[config.mk]
export PLATFORM = sky130hd
export DESIGN_NAME = acc_top
export DESIGN_NICKNAME = d
export VERILOG_FILES = /design/src/logic/acc_pkg.sv /design/src/logic/acc_sar.sv /design/src/logic/acc_top.sv
export VERILOG_INCLUDE_DIRS = /design/src /design/src/logic
export SDC_FILE = /design/constraint.sdc
export NUM_CORES = 1
export LEC_CHECK = 0
export ABC_AREA = 1
export BUFFER_PORTS_ARGS = -buffer_cell sky130_fd_sc_hd__buf_2
export CAP_MARGIN = 20
export CORE_ASPECT_RATIO = 0.8
export CORE_MARGIN = 5
export CORE_UTILIZATION = 45
export DETAILED_ROUTE_END_ITERATION = 16
export PLACE_DENSITY = 0.75
export SYNTH_ARGS = -nofsm -noshare
export SYNTH_HDL_FRONTEND = slang
export SYNTH_SLANG_ARGS = --single-unit
[constraint.sdc]
create_clock -name sys_clk_i -period 1.7 [get_ports sys_clk_i]
set_input_delay 0 -clock sys_clk_i [delete_from_list [all_inputs] [get_ports sys_clk_i]]
set_output_delay 0 -clock sys_clk_i [all_outputs]
set_load 0.03 [all_outputs]
[src/logic/acc_regs.svh]
// Purpose: Register map, field positions, reset values and timing counts of the converter control block
// Assumes: 25 MHz system clock, registers reached over a 32-bit Avalon-MM slave
// Notes:   Byte address of a register is four times its index
//
// What this block does
// RULE1 - Reading the high result register clears the end-of-conversion flag.
// RULE2 - Writing a new channel select aborts the running conversion, clears the flag and restarts on the new input.
// RULE3 - Hardware sets the flag when a conversion ends; a high result read or any control write clears it.
// RULE4 - The flag bit is read-only; the other control bits are read/write.
// RULE5 - Rate select 0 runs the converter at the clock divided by four, 1 at the clock divided by two.
// RULE6 - Converter on set enables and starts conversion; cleared it stops any conversion and powers down.
// RULE7 - Channel select is a plain binary index of the analog input, 0 to 15.
// RULE8 - The CPU wait mode has no effect on the converter.
// RULE9 - Deep halt disables the converter; after wakeup results wait out a stabilization interval.
// RULE10 - The high result register is read-only and shows result bits 9:2 in bits 7:0.
// RULE11 - The low result register is read-only, shows result bits 1:0 and reads zero in bits 7:2.
// RULE12 - Reset clears the control register and both result registers.
// RULE13 - While enabled the converter repeats conversions on the selected channel back to back.
// RULE14 - Software reads both result registers before the next conversion ends, low one first.
// RULE15 - Inputs above the upper reference give all ones, below the lower give zero, with no overflow flag.
// RULE16 - A conversion lasts a fixed number of converter ticks and results update as the flag sets.
`ifndef ACC_REGS_SVH
`define ACC_REGS_SVH

// ============================================================
// Register indices
`define ACC_IDX_CSR      7'h70
`define ACC_IDX_RES_HI   7'h71
`define ACC_IDX_RES_LO   7'h72

// ============================================================
// Control/status fields
`define ACC_EOC_BIT      7
`define ACC_SPEED_BIT    6
`define ACC_ON_BIT       5
`define ACC_CH_MSB       3
`define ACC_CH_LSB       0
`define ACC_CSR_RST      8'h00
`define ACC_RES_RST      10'h000

// ============================================================
// Timing
`define ACC_DIV_FAST     2'h1
`define ACC_DIV_SLOW     2'h3
`define ACC_SAMPLE_TICKS 4'h2
`define ACC_RES_BITS     4'ha

`endif

[src/logic/acc_pkg.sv]
// Purpose: Types shared by the converter control block
// Assumes: Constants come from acc_regs.svh
// Notes:   All state of a module is one packed struct
package acc_pkg;

    typedef struct packed {
        logic       speed;
        logic       on;
        logic [3:0] ch;
    } acc_ctrl_t;

    typedef enum logic [1:0] {
        SAR_IDLE   = 2'b00,
        SAR_SAMPLE = 2'b01,
        SAR_BITS   = 2'b10
    } acc_sar_state_t;

    typedef struct packed {
        acc_sar_state_t state;
        logic [3:0]     cnt;
        logic [9:0]     trial;
        logic [9:0]     result;
        logic           done;
        logic           sample;
    } acc_sar_st_t;

    typedef struct packed {
        acc_ctrl_t  ctrl;
        logic       eoc;
        logic [9:0] res;
        logic       waitreq;
        logic [7:0] rdata;
        logic [1:0] div;
        logic       tick;
        logic [15:0] stab;
        logic       power;
        logic [3:0] chan;
    } acc_top_st_t;

endpackage

[src/logic/acc_sar.sv]
// Purpose: Successive approximation sequencer, one step per converter tick
// Assumes: cmp_i high when the sampled input is at or above the trial code
// Notes:   Abort wins over start
`timescale 1ns/1ns
`include "acc_regs.svh"
module acc_sar (
    input  wire logic       sys_clk_i,
    input  wire logic       rst_i,
    input  wire logic       tick_i,
    input  wire logic       start_i,
    input  wire logic       abort_i,
    input  wire logic       cmp_i,
    output logic            busy_o,
    output logic            done_o,
    output logic            sample_o,
    output logic [9:0]      trial_o,
    output logic [9:0]      result_o
);
    acc_pkg::acc_sar_st_t st_r;
    acc_pkg::acc_sar_st_t st_nxt;

    // ============================================================
    // Sequencer
    always_comb begin
        st_nxt      = st_r;
        st_nxt.done = 1'b0;
        case (st_r.state)
            acc_pkg::SAR_IDLE: begin
                if (start_i) begin
                    st_nxt.state  = acc_pkg::SAR_SAMPLE;
                    st_nxt.cnt    = 4'h0;
                    st_nxt.sample = 1'b1;
                end
            end
            acc_pkg::SAR_SAMPLE: begin
                if (tick_i) begin
                    st_nxt.cnt = st_r.cnt + 4'h1;
                    if (st_r.cnt == `ACC_SAMPLE_TICKS - 4'h1) begin
                        st_nxt.state  = acc_pkg::SAR_BITS;
                        st_nxt.sample = 1'b0;
                        st_nxt.cnt    = `ACC_RES_BITS - 4'h1;
                        st_nxt.trial  = 10'h200;
                    end
                end
            end
            acc_pkg::SAR_BITS: begin
                if (tick_i) begin
                    // Saturates naturally: all ones above range, zero below, no flag RULE15
                    if (!cmp_i) begin
                        st_nxt.trial[st_r.cnt] = 1'b0;
                    end
                    if (st_r.cnt == 4'h0) begin
                        st_nxt.state  = acc_pkg::SAR_IDLE;
                        st_nxt.result = cmp_i ? st_r.trial : {st_r.trial[9:1], 1'b0};
                        st_nxt.done   = 1'b1; // RULE16
                        st_nxt.trial  = 10'h000;
                    end else begin
                        st_nxt.trial[st_r.cnt - 4'h1] = 1'b1;
                        st_nxt.cnt = st_r.cnt - 4'h1;
                    end
                end
            end
            default: begin
                st_nxt.state = acc_pkg::SAR_IDLE;
            end
        endcase
        if (abort_i) begin
            st_nxt.state  = acc_pkg::SAR_IDLE;
            st_nxt.sample = 1'b0;
            st_nxt.trial  = 10'h000;
            st_nxt.done   = 1'b0;
        end
    end

    always_ff @(posedge sys_clk_i) begin
        if (rst_i) begin
            st_r <= '0;
        end else begin
            st_r <= st_nxt;
        end
    end

    assign busy_o   = (st_r.state != acc_pkg::SAR_IDLE);
    assign done_o   = st_r.done;
    assign sample_o = st_r.sample;
    assign trial_o  = st_r.trial;
    assign result_o = st_r.result;
endmodule // acc_sar

[src/logic/acc_top.sv]
// Purpose: Control, status and result registers of a 10-bit successive approximation converter
// Assumes: Analog mux, sample switch and trial DAC outside; comparator result on ana_cmp_i
// Notes:   Every bus request gets waitrequest low on the second cycle
//
// The Avalon-MM register port was decided locally.
`timescale 1ns/1ns
`include "acc_regs.svh"
module acc_top #(
    parameter int          ADDR_W   = 9,
    parameter logic [15:0] STAB_CYC = 16'h0010
) (
    input  wire logic              sys_clk_i,
    input  wire logic              rst_i,
    input  wire logic [ADDR_W-1:0] avs_address_i,
    input  wire logic              avs_read_i,
    input  wire logic              avs_write_i,
    input  wire logic [31:0]       avs_writedata_i,
    input  wire logic [3:0]        avs_byteenable_i,
    output logic [31:0]            avs_readdata_o,
    output logic                   avs_waitrequest_o,
    input  wire logic              halt_i,
    input  wire logic              ana_cmp_i,
    output logic                   ana_power_o,
    output logic [3:0]             ana_channel_o,
    output logic                   ana_sample_o,
    output logic [9:0]             ana_trial_o
);
    localparam logic [ADDR_W-1:0] A_CSR = ADDR_W'({`ACC_IDX_CSR, 2'b00});
    localparam logic [ADDR_W-1:0] A_HI  = ADDR_W'({`ACC_IDX_RES_HI, 2'b00});
    localparam logic [ADDR_W-1:0] A_LO  = ADDR_W'({`ACC_IDX_RES_LO, 2'b00});

    localparam acc_pkg::acc_top_st_t ST_RST = '{
        ctrl:    acc_pkg::acc_ctrl_t'(6'h00),
        eoc:     1'b0,
        res:     `ACC_RES_RST,
        waitreq: 1'b1,
        rdata:   `ACC_CSR_RST,
        div:     2'h0,
        tick:    1'b0,
        stab:    16'h0000,
        power:   1'b0,
        chan:    4'h0
    };

    acc_pkg::acc_top_st_t st_r;
    acc_pkg::acc_top_st_t st_nxt;

    logic       sar_busy;
    logic       sar_done;
    logic       sar_sample;
    logic [9:0] sar_trial;
    logic [9:0] sar_result;

    logic       req;
    logic       acc;
    logic       wr_csr;
    logic       rd_hi;
    logic       ch_chg;
    logic       run;
    logic       sar_start;
    logic       sar_abort;
    logic [1:0] div_lim;
    logic [7:0] csr_view;

    // ============================================================
    // Bus decode
    // One idle cycle per request keeps read data registered at the cost of throughput
    always_comb begin
        req    = avs_read_i | avs_write_i;
        acc    = req & ~st_r.waitreq;
        wr_csr = acc & avs_write_i & avs_byteenable_i[0] & (avs_address_i == A_CSR);
        rd_hi  = acc & avs_read_i & (avs_address_i == A_HI);
        ch_chg = wr_csr & (avs_writedata_i[`ACC_CH_MSB:`ACC_CH_LSB] != st_r.ctrl.ch);
        // Reserved bit 4 reads zero
        csr_view = {st_r.eoc, st_r.ctrl.speed, st_r.ctrl.on, 1'b0, st_r.ctrl.ch};
    end

    // ============================================================
    // Converter enable
    // Wait mode has no input here on purpose: only halt gates the converter RULE8
    always_comb begin
        run       = st_r.ctrl.on & ~halt_i & (st_r.stab == 16'h0000); // RULE6 RULE9
        sar_abort = ~run | ch_chg; // RULE2 RULE6
        sar_start = run & ~sar_busy; // RULE13
        div_lim   = st_r.ctrl.speed ? `ACC_DIV_FAST : `ACC_DIV_SLOW; // RULE5
    end

    // ============================================================
    // Next state
    always_comb begin
        st_nxt = st_r;

        // Waitrequest drops for one cycle after a request is first seen
        if (req && st_r.waitreq) begin
            st_nxt.waitreq = 1'b0;
            case (avs_address_i)
                A_CSR:   st_nxt.rdata = csr_view;
                A_HI:    st_nxt.rdata = st_r.res[9:2]; // RULE10
                A_LO:    st_nxt.rdata = {6'h00, st_r.res[1:0]}; // RULE11
                default: st_nxt.rdata = 8'h00;
            endcase
        end else begin
            st_nxt.waitreq = 1'b1;
        end

        if (wr_csr) begin
            // Flag bit of the write data is dropped RULE4
            st_nxt.ctrl.speed = avs_writedata_i[`ACC_SPEED_BIT];
            st_nxt.ctrl.on    = avs_writedata_i[`ACC_ON_BIT];
            st_nxt.ctrl.ch    = avs_writedata_i[`ACC_CH_MSB:`ACC_CH_LSB]; // RULE7
            st_nxt.eoc        = 1'b0; // RULE3 RULE2
        end
        if (rd_hi) begin
            st_nxt.eoc = 1'b0; // RULE1
        end
        // Hardware set wins over a clear in the same cycle
        if (sar_done) begin
            st_nxt.eoc = 1'b1; // RULE3
            st_nxt.res = sar_result; // RULE16
        end

        // Converter tick divider, restarted on any control write
        if (wr_csr || st_r.div == div_lim) begin
            st_nxt.div = 2'h0;
        end else begin
            st_nxt.div = st_r.div + 2'h1;
        end
        st_nxt.tick = ~wr_csr & (st_r.div == div_lim); // RULE5

        // Stabilization wait after leaving halt
        if (halt_i) begin
            st_nxt.stab = STAB_CYC; // RULE9
        end else if (st_r.stab != 16'h0000) begin
            st_nxt.stab = st_r.stab - 16'h0001;
        end

        st_nxt.power = st_nxt.ctrl.on & ~halt_i; // RULE6 RULE9
        st_nxt.chan  = st_nxt.ctrl.ch; // RULE7
    end

    always_ff @(posedge sys_clk_i) begin
        if (rst_i) begin
            st_r <= ST_RST; // RULE12
        end else begin
            st_r <= st_nxt;
        end
    end

    // ============================================================
    // Sequencer
    acc_sar u_sar (
        .sys_clk_i (sys_clk_i),
        .rst_i     (rst_i),
        .tick_i    (st_r.tick),
        .start_i   (sar_start),
        .abort_i   (sar_abort),
        .cmp_i     (ana_cmp_i),
        .busy_o    (sar_busy),
        .done_o    (sar_done),
        .sample_o  (sar_sample),
        .trial_o   (sar_trial),
        .result_o  (sar_result)
    );

    // ============================================================
    // Outputs
    assign avs_readdata_o    = {24'h000000, st_r.rdata};
    assign avs_waitrequest_o = st_r.waitreq;
    assign ana_power_o       = st_r.power;
    assign ana_channel_o     = st_r.chan;
    assign ana_sample_o      = sar_sample;
    assign ana_trial_o       = sar_trial;
endmodule // acc_top
==> metrics.yaml <==
run_status:
  outcome: "completed"
detailed_routing:
  top_layer: "met4"
  drc: 0
  viasPerCell: 5.02
  drt_iter0_drc: 249
  wl_met1_mm: 4.71
  wirelength_mm: 10.1
  via_count: 3902
  post_drt_wl_per_cell_um: 13.0
  wl_met3_um: 746
  drtPass1Iterations: 5
  wl_met2_mm: 4.50
  ant_nets: 0
synthesis:
  syn_inst: 607
  syn_avg_cell_area_um2: 6.91
  seq_area_frac_synth: 0.353
  synth.distinct_cells: 37
  yosysWarnings: 0
  syn_area_mm2: 0.00420
  synth-seq-cells: 74
sta:
  fmax_mhz: 616
  finalHoldViolations: 0
  period_share: 0.954
  setup_viol: 0
  period_needed_ps: 1620
  worst_pin_slew_ps: 505
  clock_skew_ps: 4.62
  tns_ps: 0
  timing.hold.ws_ps: 30.9
  setup_ws_ps: 77.5
  grt_setup_unrepaired: "true"
  drv_slew: 0
  maxSlewHeadroom: 0.663
critical_path:
  worstPathMaxFanout: 8
  worstRegToRegCells: 11
  timing.rr.end: "u_sar.trial_o[0]"
  crit_path_top_delay_cell: "dfxtp_2"
  crit_start: "u_sar.st_r[26]"
  cp.arrival_ps: 1900
  crit_buf_inv: 4
  slowest_delay_ps: 340
  crit_chain: "inv_2, ha_2, inv_1, a21oi_4, nand2_4, nor2_4, buf_6, nand3_1, nand2_1, inv_1, nor2_2"
  crit_path_end_kind: "register"
  cp_top_family: "simple AND/OR/NAND/NOR gates"
  r2r_slack_ps: 80
  start_kind: "register"
  timing.rr.start: "u_sar.st_r[26]"
  cp.depth: 11
  crit_type: "reg2reg"
  crit_required_ps: 1980
  worst_path_most_repeated_cell: "inv_1"
floorplan:
  die_h_um: 96.4
  die_x_um: 118
  io_pins: 100
  coreArea_mm2: 0.00908
  num_rows: 31
  die_area_mm2: 0.0114
  start_util: 0.462
layout:
  final_cell_mix: "nand2_1, dfxtp_1, nor2_1"
  layout_commonest_cell: "nand2_1"
  register_area_mm2: 0.00148
  num-fill-cells: 897
  syn_to_final_growth_pct: 16.1
  utilization: 0.537
  finalNetCount: 718
  antennaDiodeCount: 0
  multiInputGateArea_mm2: 0.00218
  drive_gt1_frac: 0.211
job:
  cap_violations: 0
power:
  p_leak_nw: 2.21
  pwr-share-comb: 0.367
  p_per_area_mw_per_mm2: 1330
  power_switching_w: 0.00243
  swShare: 0.375
  peakVddDrop_uv: 1120
  p_clk_frac: 0.309
  p_seq_frac: 0.324
  internal_power_w: 0.00404
  finalPower_w: 0.00646
placed_design:
  place.gp.congestion: 0.940
  post-dp-hpwl_mm: 7.33
  dp_slack_ps: -72.1
  port_buffers: 46
min_path:
  whs_path_depth: 4
  hold_path_class: "in2reg"
  min_to: "avs_readdata_o[4]"
  hp-start: "avs_address_i[0]"
grt:
  grt_usage: 0.172
  grt_overflow: 0
  grt_max_degree: 27
  grt_pass1_wl_mm: 16.0
  antenna_found_initial: 0
  grt_pass1_vias: 3550
clocking:
  cts_max_path_buffers: 2
  numCtsBuffers: 9
  insertion_delay_ps: 340
  root_buffer: "clkbuf_16"
  cts_tree: "done"
  clk_pin_slew_ps: 60
  cts_max_level: 3
  cts_sinks: 74
## kinds of logic after synthesis
logic type / synth area share
fa+ha+maj: 0.0268
buf+inv: 0.167
flops: 0.353
compound gates: 0.116
simple gates: 0.317
xor+xnor: 0.0188
other cells: 0.000894
## final cells by class
type / count / area share
multi-input cells: 424 / 0.448
clock inverters: 5 / 0.0164
clock buffers: 10 / 0.0470
well taps: 115 / 0.0295
flip-flops and latches: 74 / 0.304
repair buffers: 76 / 0.0984
inverters: 73 / 0.0562
## per-layer routing
metal | vias to the layer above | GRT usage
li1 | 1987 | -
met4 | 0 | 0.0535
met2 | 125 | 0.274
met1 | 1780 | 0.223
met5 | - | 0
met3 | 10 | 0.0588
## Yosys cell counts, drive strengths merged
cell type,instances,area [um^2]
dfxtp,74,1480
buf,54,407
o21ai,46,234
nor2,95,434
conb,1,3.75
a21oi,40,211
or2,3,18.8
o22ai,1,6.26
and3,1,6.26
a211oi,3,22.5
nor4,1,6.26
nor3,12,65.1
a22oi,1,7.51
inv,72,270
clkbuf,5,18.8
clkinv,1,3.75
and2,1,7.51
xor2,6,52.6
nand3,44,230
nand2,118,468
nand4,14,87.6
xnor2,3,26.3
ha,9,113
a31oi,1,6.26
nand3b,1,7.51
## sequential cells by signal, indices dropped and copies added, names as in the netlist
| register | count |
|---|---|
| st_r | 29 |
| u_sar.result_o | 10 |
| u_sar.trial_o | 10 |
| avs_readdata_o | 8 |
| u_sar.st_r | 6 |
| ana_channel_o | 4 |
| csr_view | 3 |
| ana_power_o | 1 |
| avs_waitrequest_o | 1 |
| u_sar.done_o | 1 |
| u_sar.sample_o | 1 |
## through the flow
| step | cell area (um^2) | cells |
|---|---|---|
| 2_1_floorplan | 4280 | 630 |
| 3_3_place_gp | 4340 | 746 |
| 3_5_place_dp | 4340 | 746 |
| 4_1_cts | 4730 | 769 |
| 5_1_grt | 4870 | 777 |
| 6_report | 4870 | 777 |
## worst min-delay path, cell delays in order
cell,delay (ps)
buf_2,100
nor2_4,60
nand4_1,90
a21oi_1,60
## how the worst max path moves through the flow
stage	to
2_1_floorplan	u_sar.trial_o[3]
3_3_place_gp	u_sar.result_o[3]
3_5_place_dp	u_sar.result_o[5]
4_1_cts	u_sar.st_r[22]
5_1_grt	u_sar.st_r[23]
6_report	u_sar.trial_o[0]
## power groups by stage
| stage | clock (W) | sequential [W] | combinational, W |
|---|---|---|---|
| 3_5_place_dp | 0 | 0.00212 | 0.00214 |
| 6_report | 0.00200 | 0.00209 | 0.00237 |
| 5_1_grt | 0.00211 | 0.00212 | 0.00270 |
| 4_1_cts | 0.00203 | 0.00209 | 0.00218 |
| 2_1_floorplan | 0 | 0.00209 | 0.00175 |
| 3_3_place_gp | 0 | 0.00211 | 0.00208 |
## what timing repair did
action                                  in CTS  in global routing
hold buffers                                 8                  0
setup buffers                                0                  8
gates cloned                                 0                  0
pin swaps                                    0                  5
gates resized for setup                      1                 25
endpoints found under the hold margin        9                  0
endpoints found under the setup margin       5                 28
No activity file was read; power rests on OpenSTA's default activity.
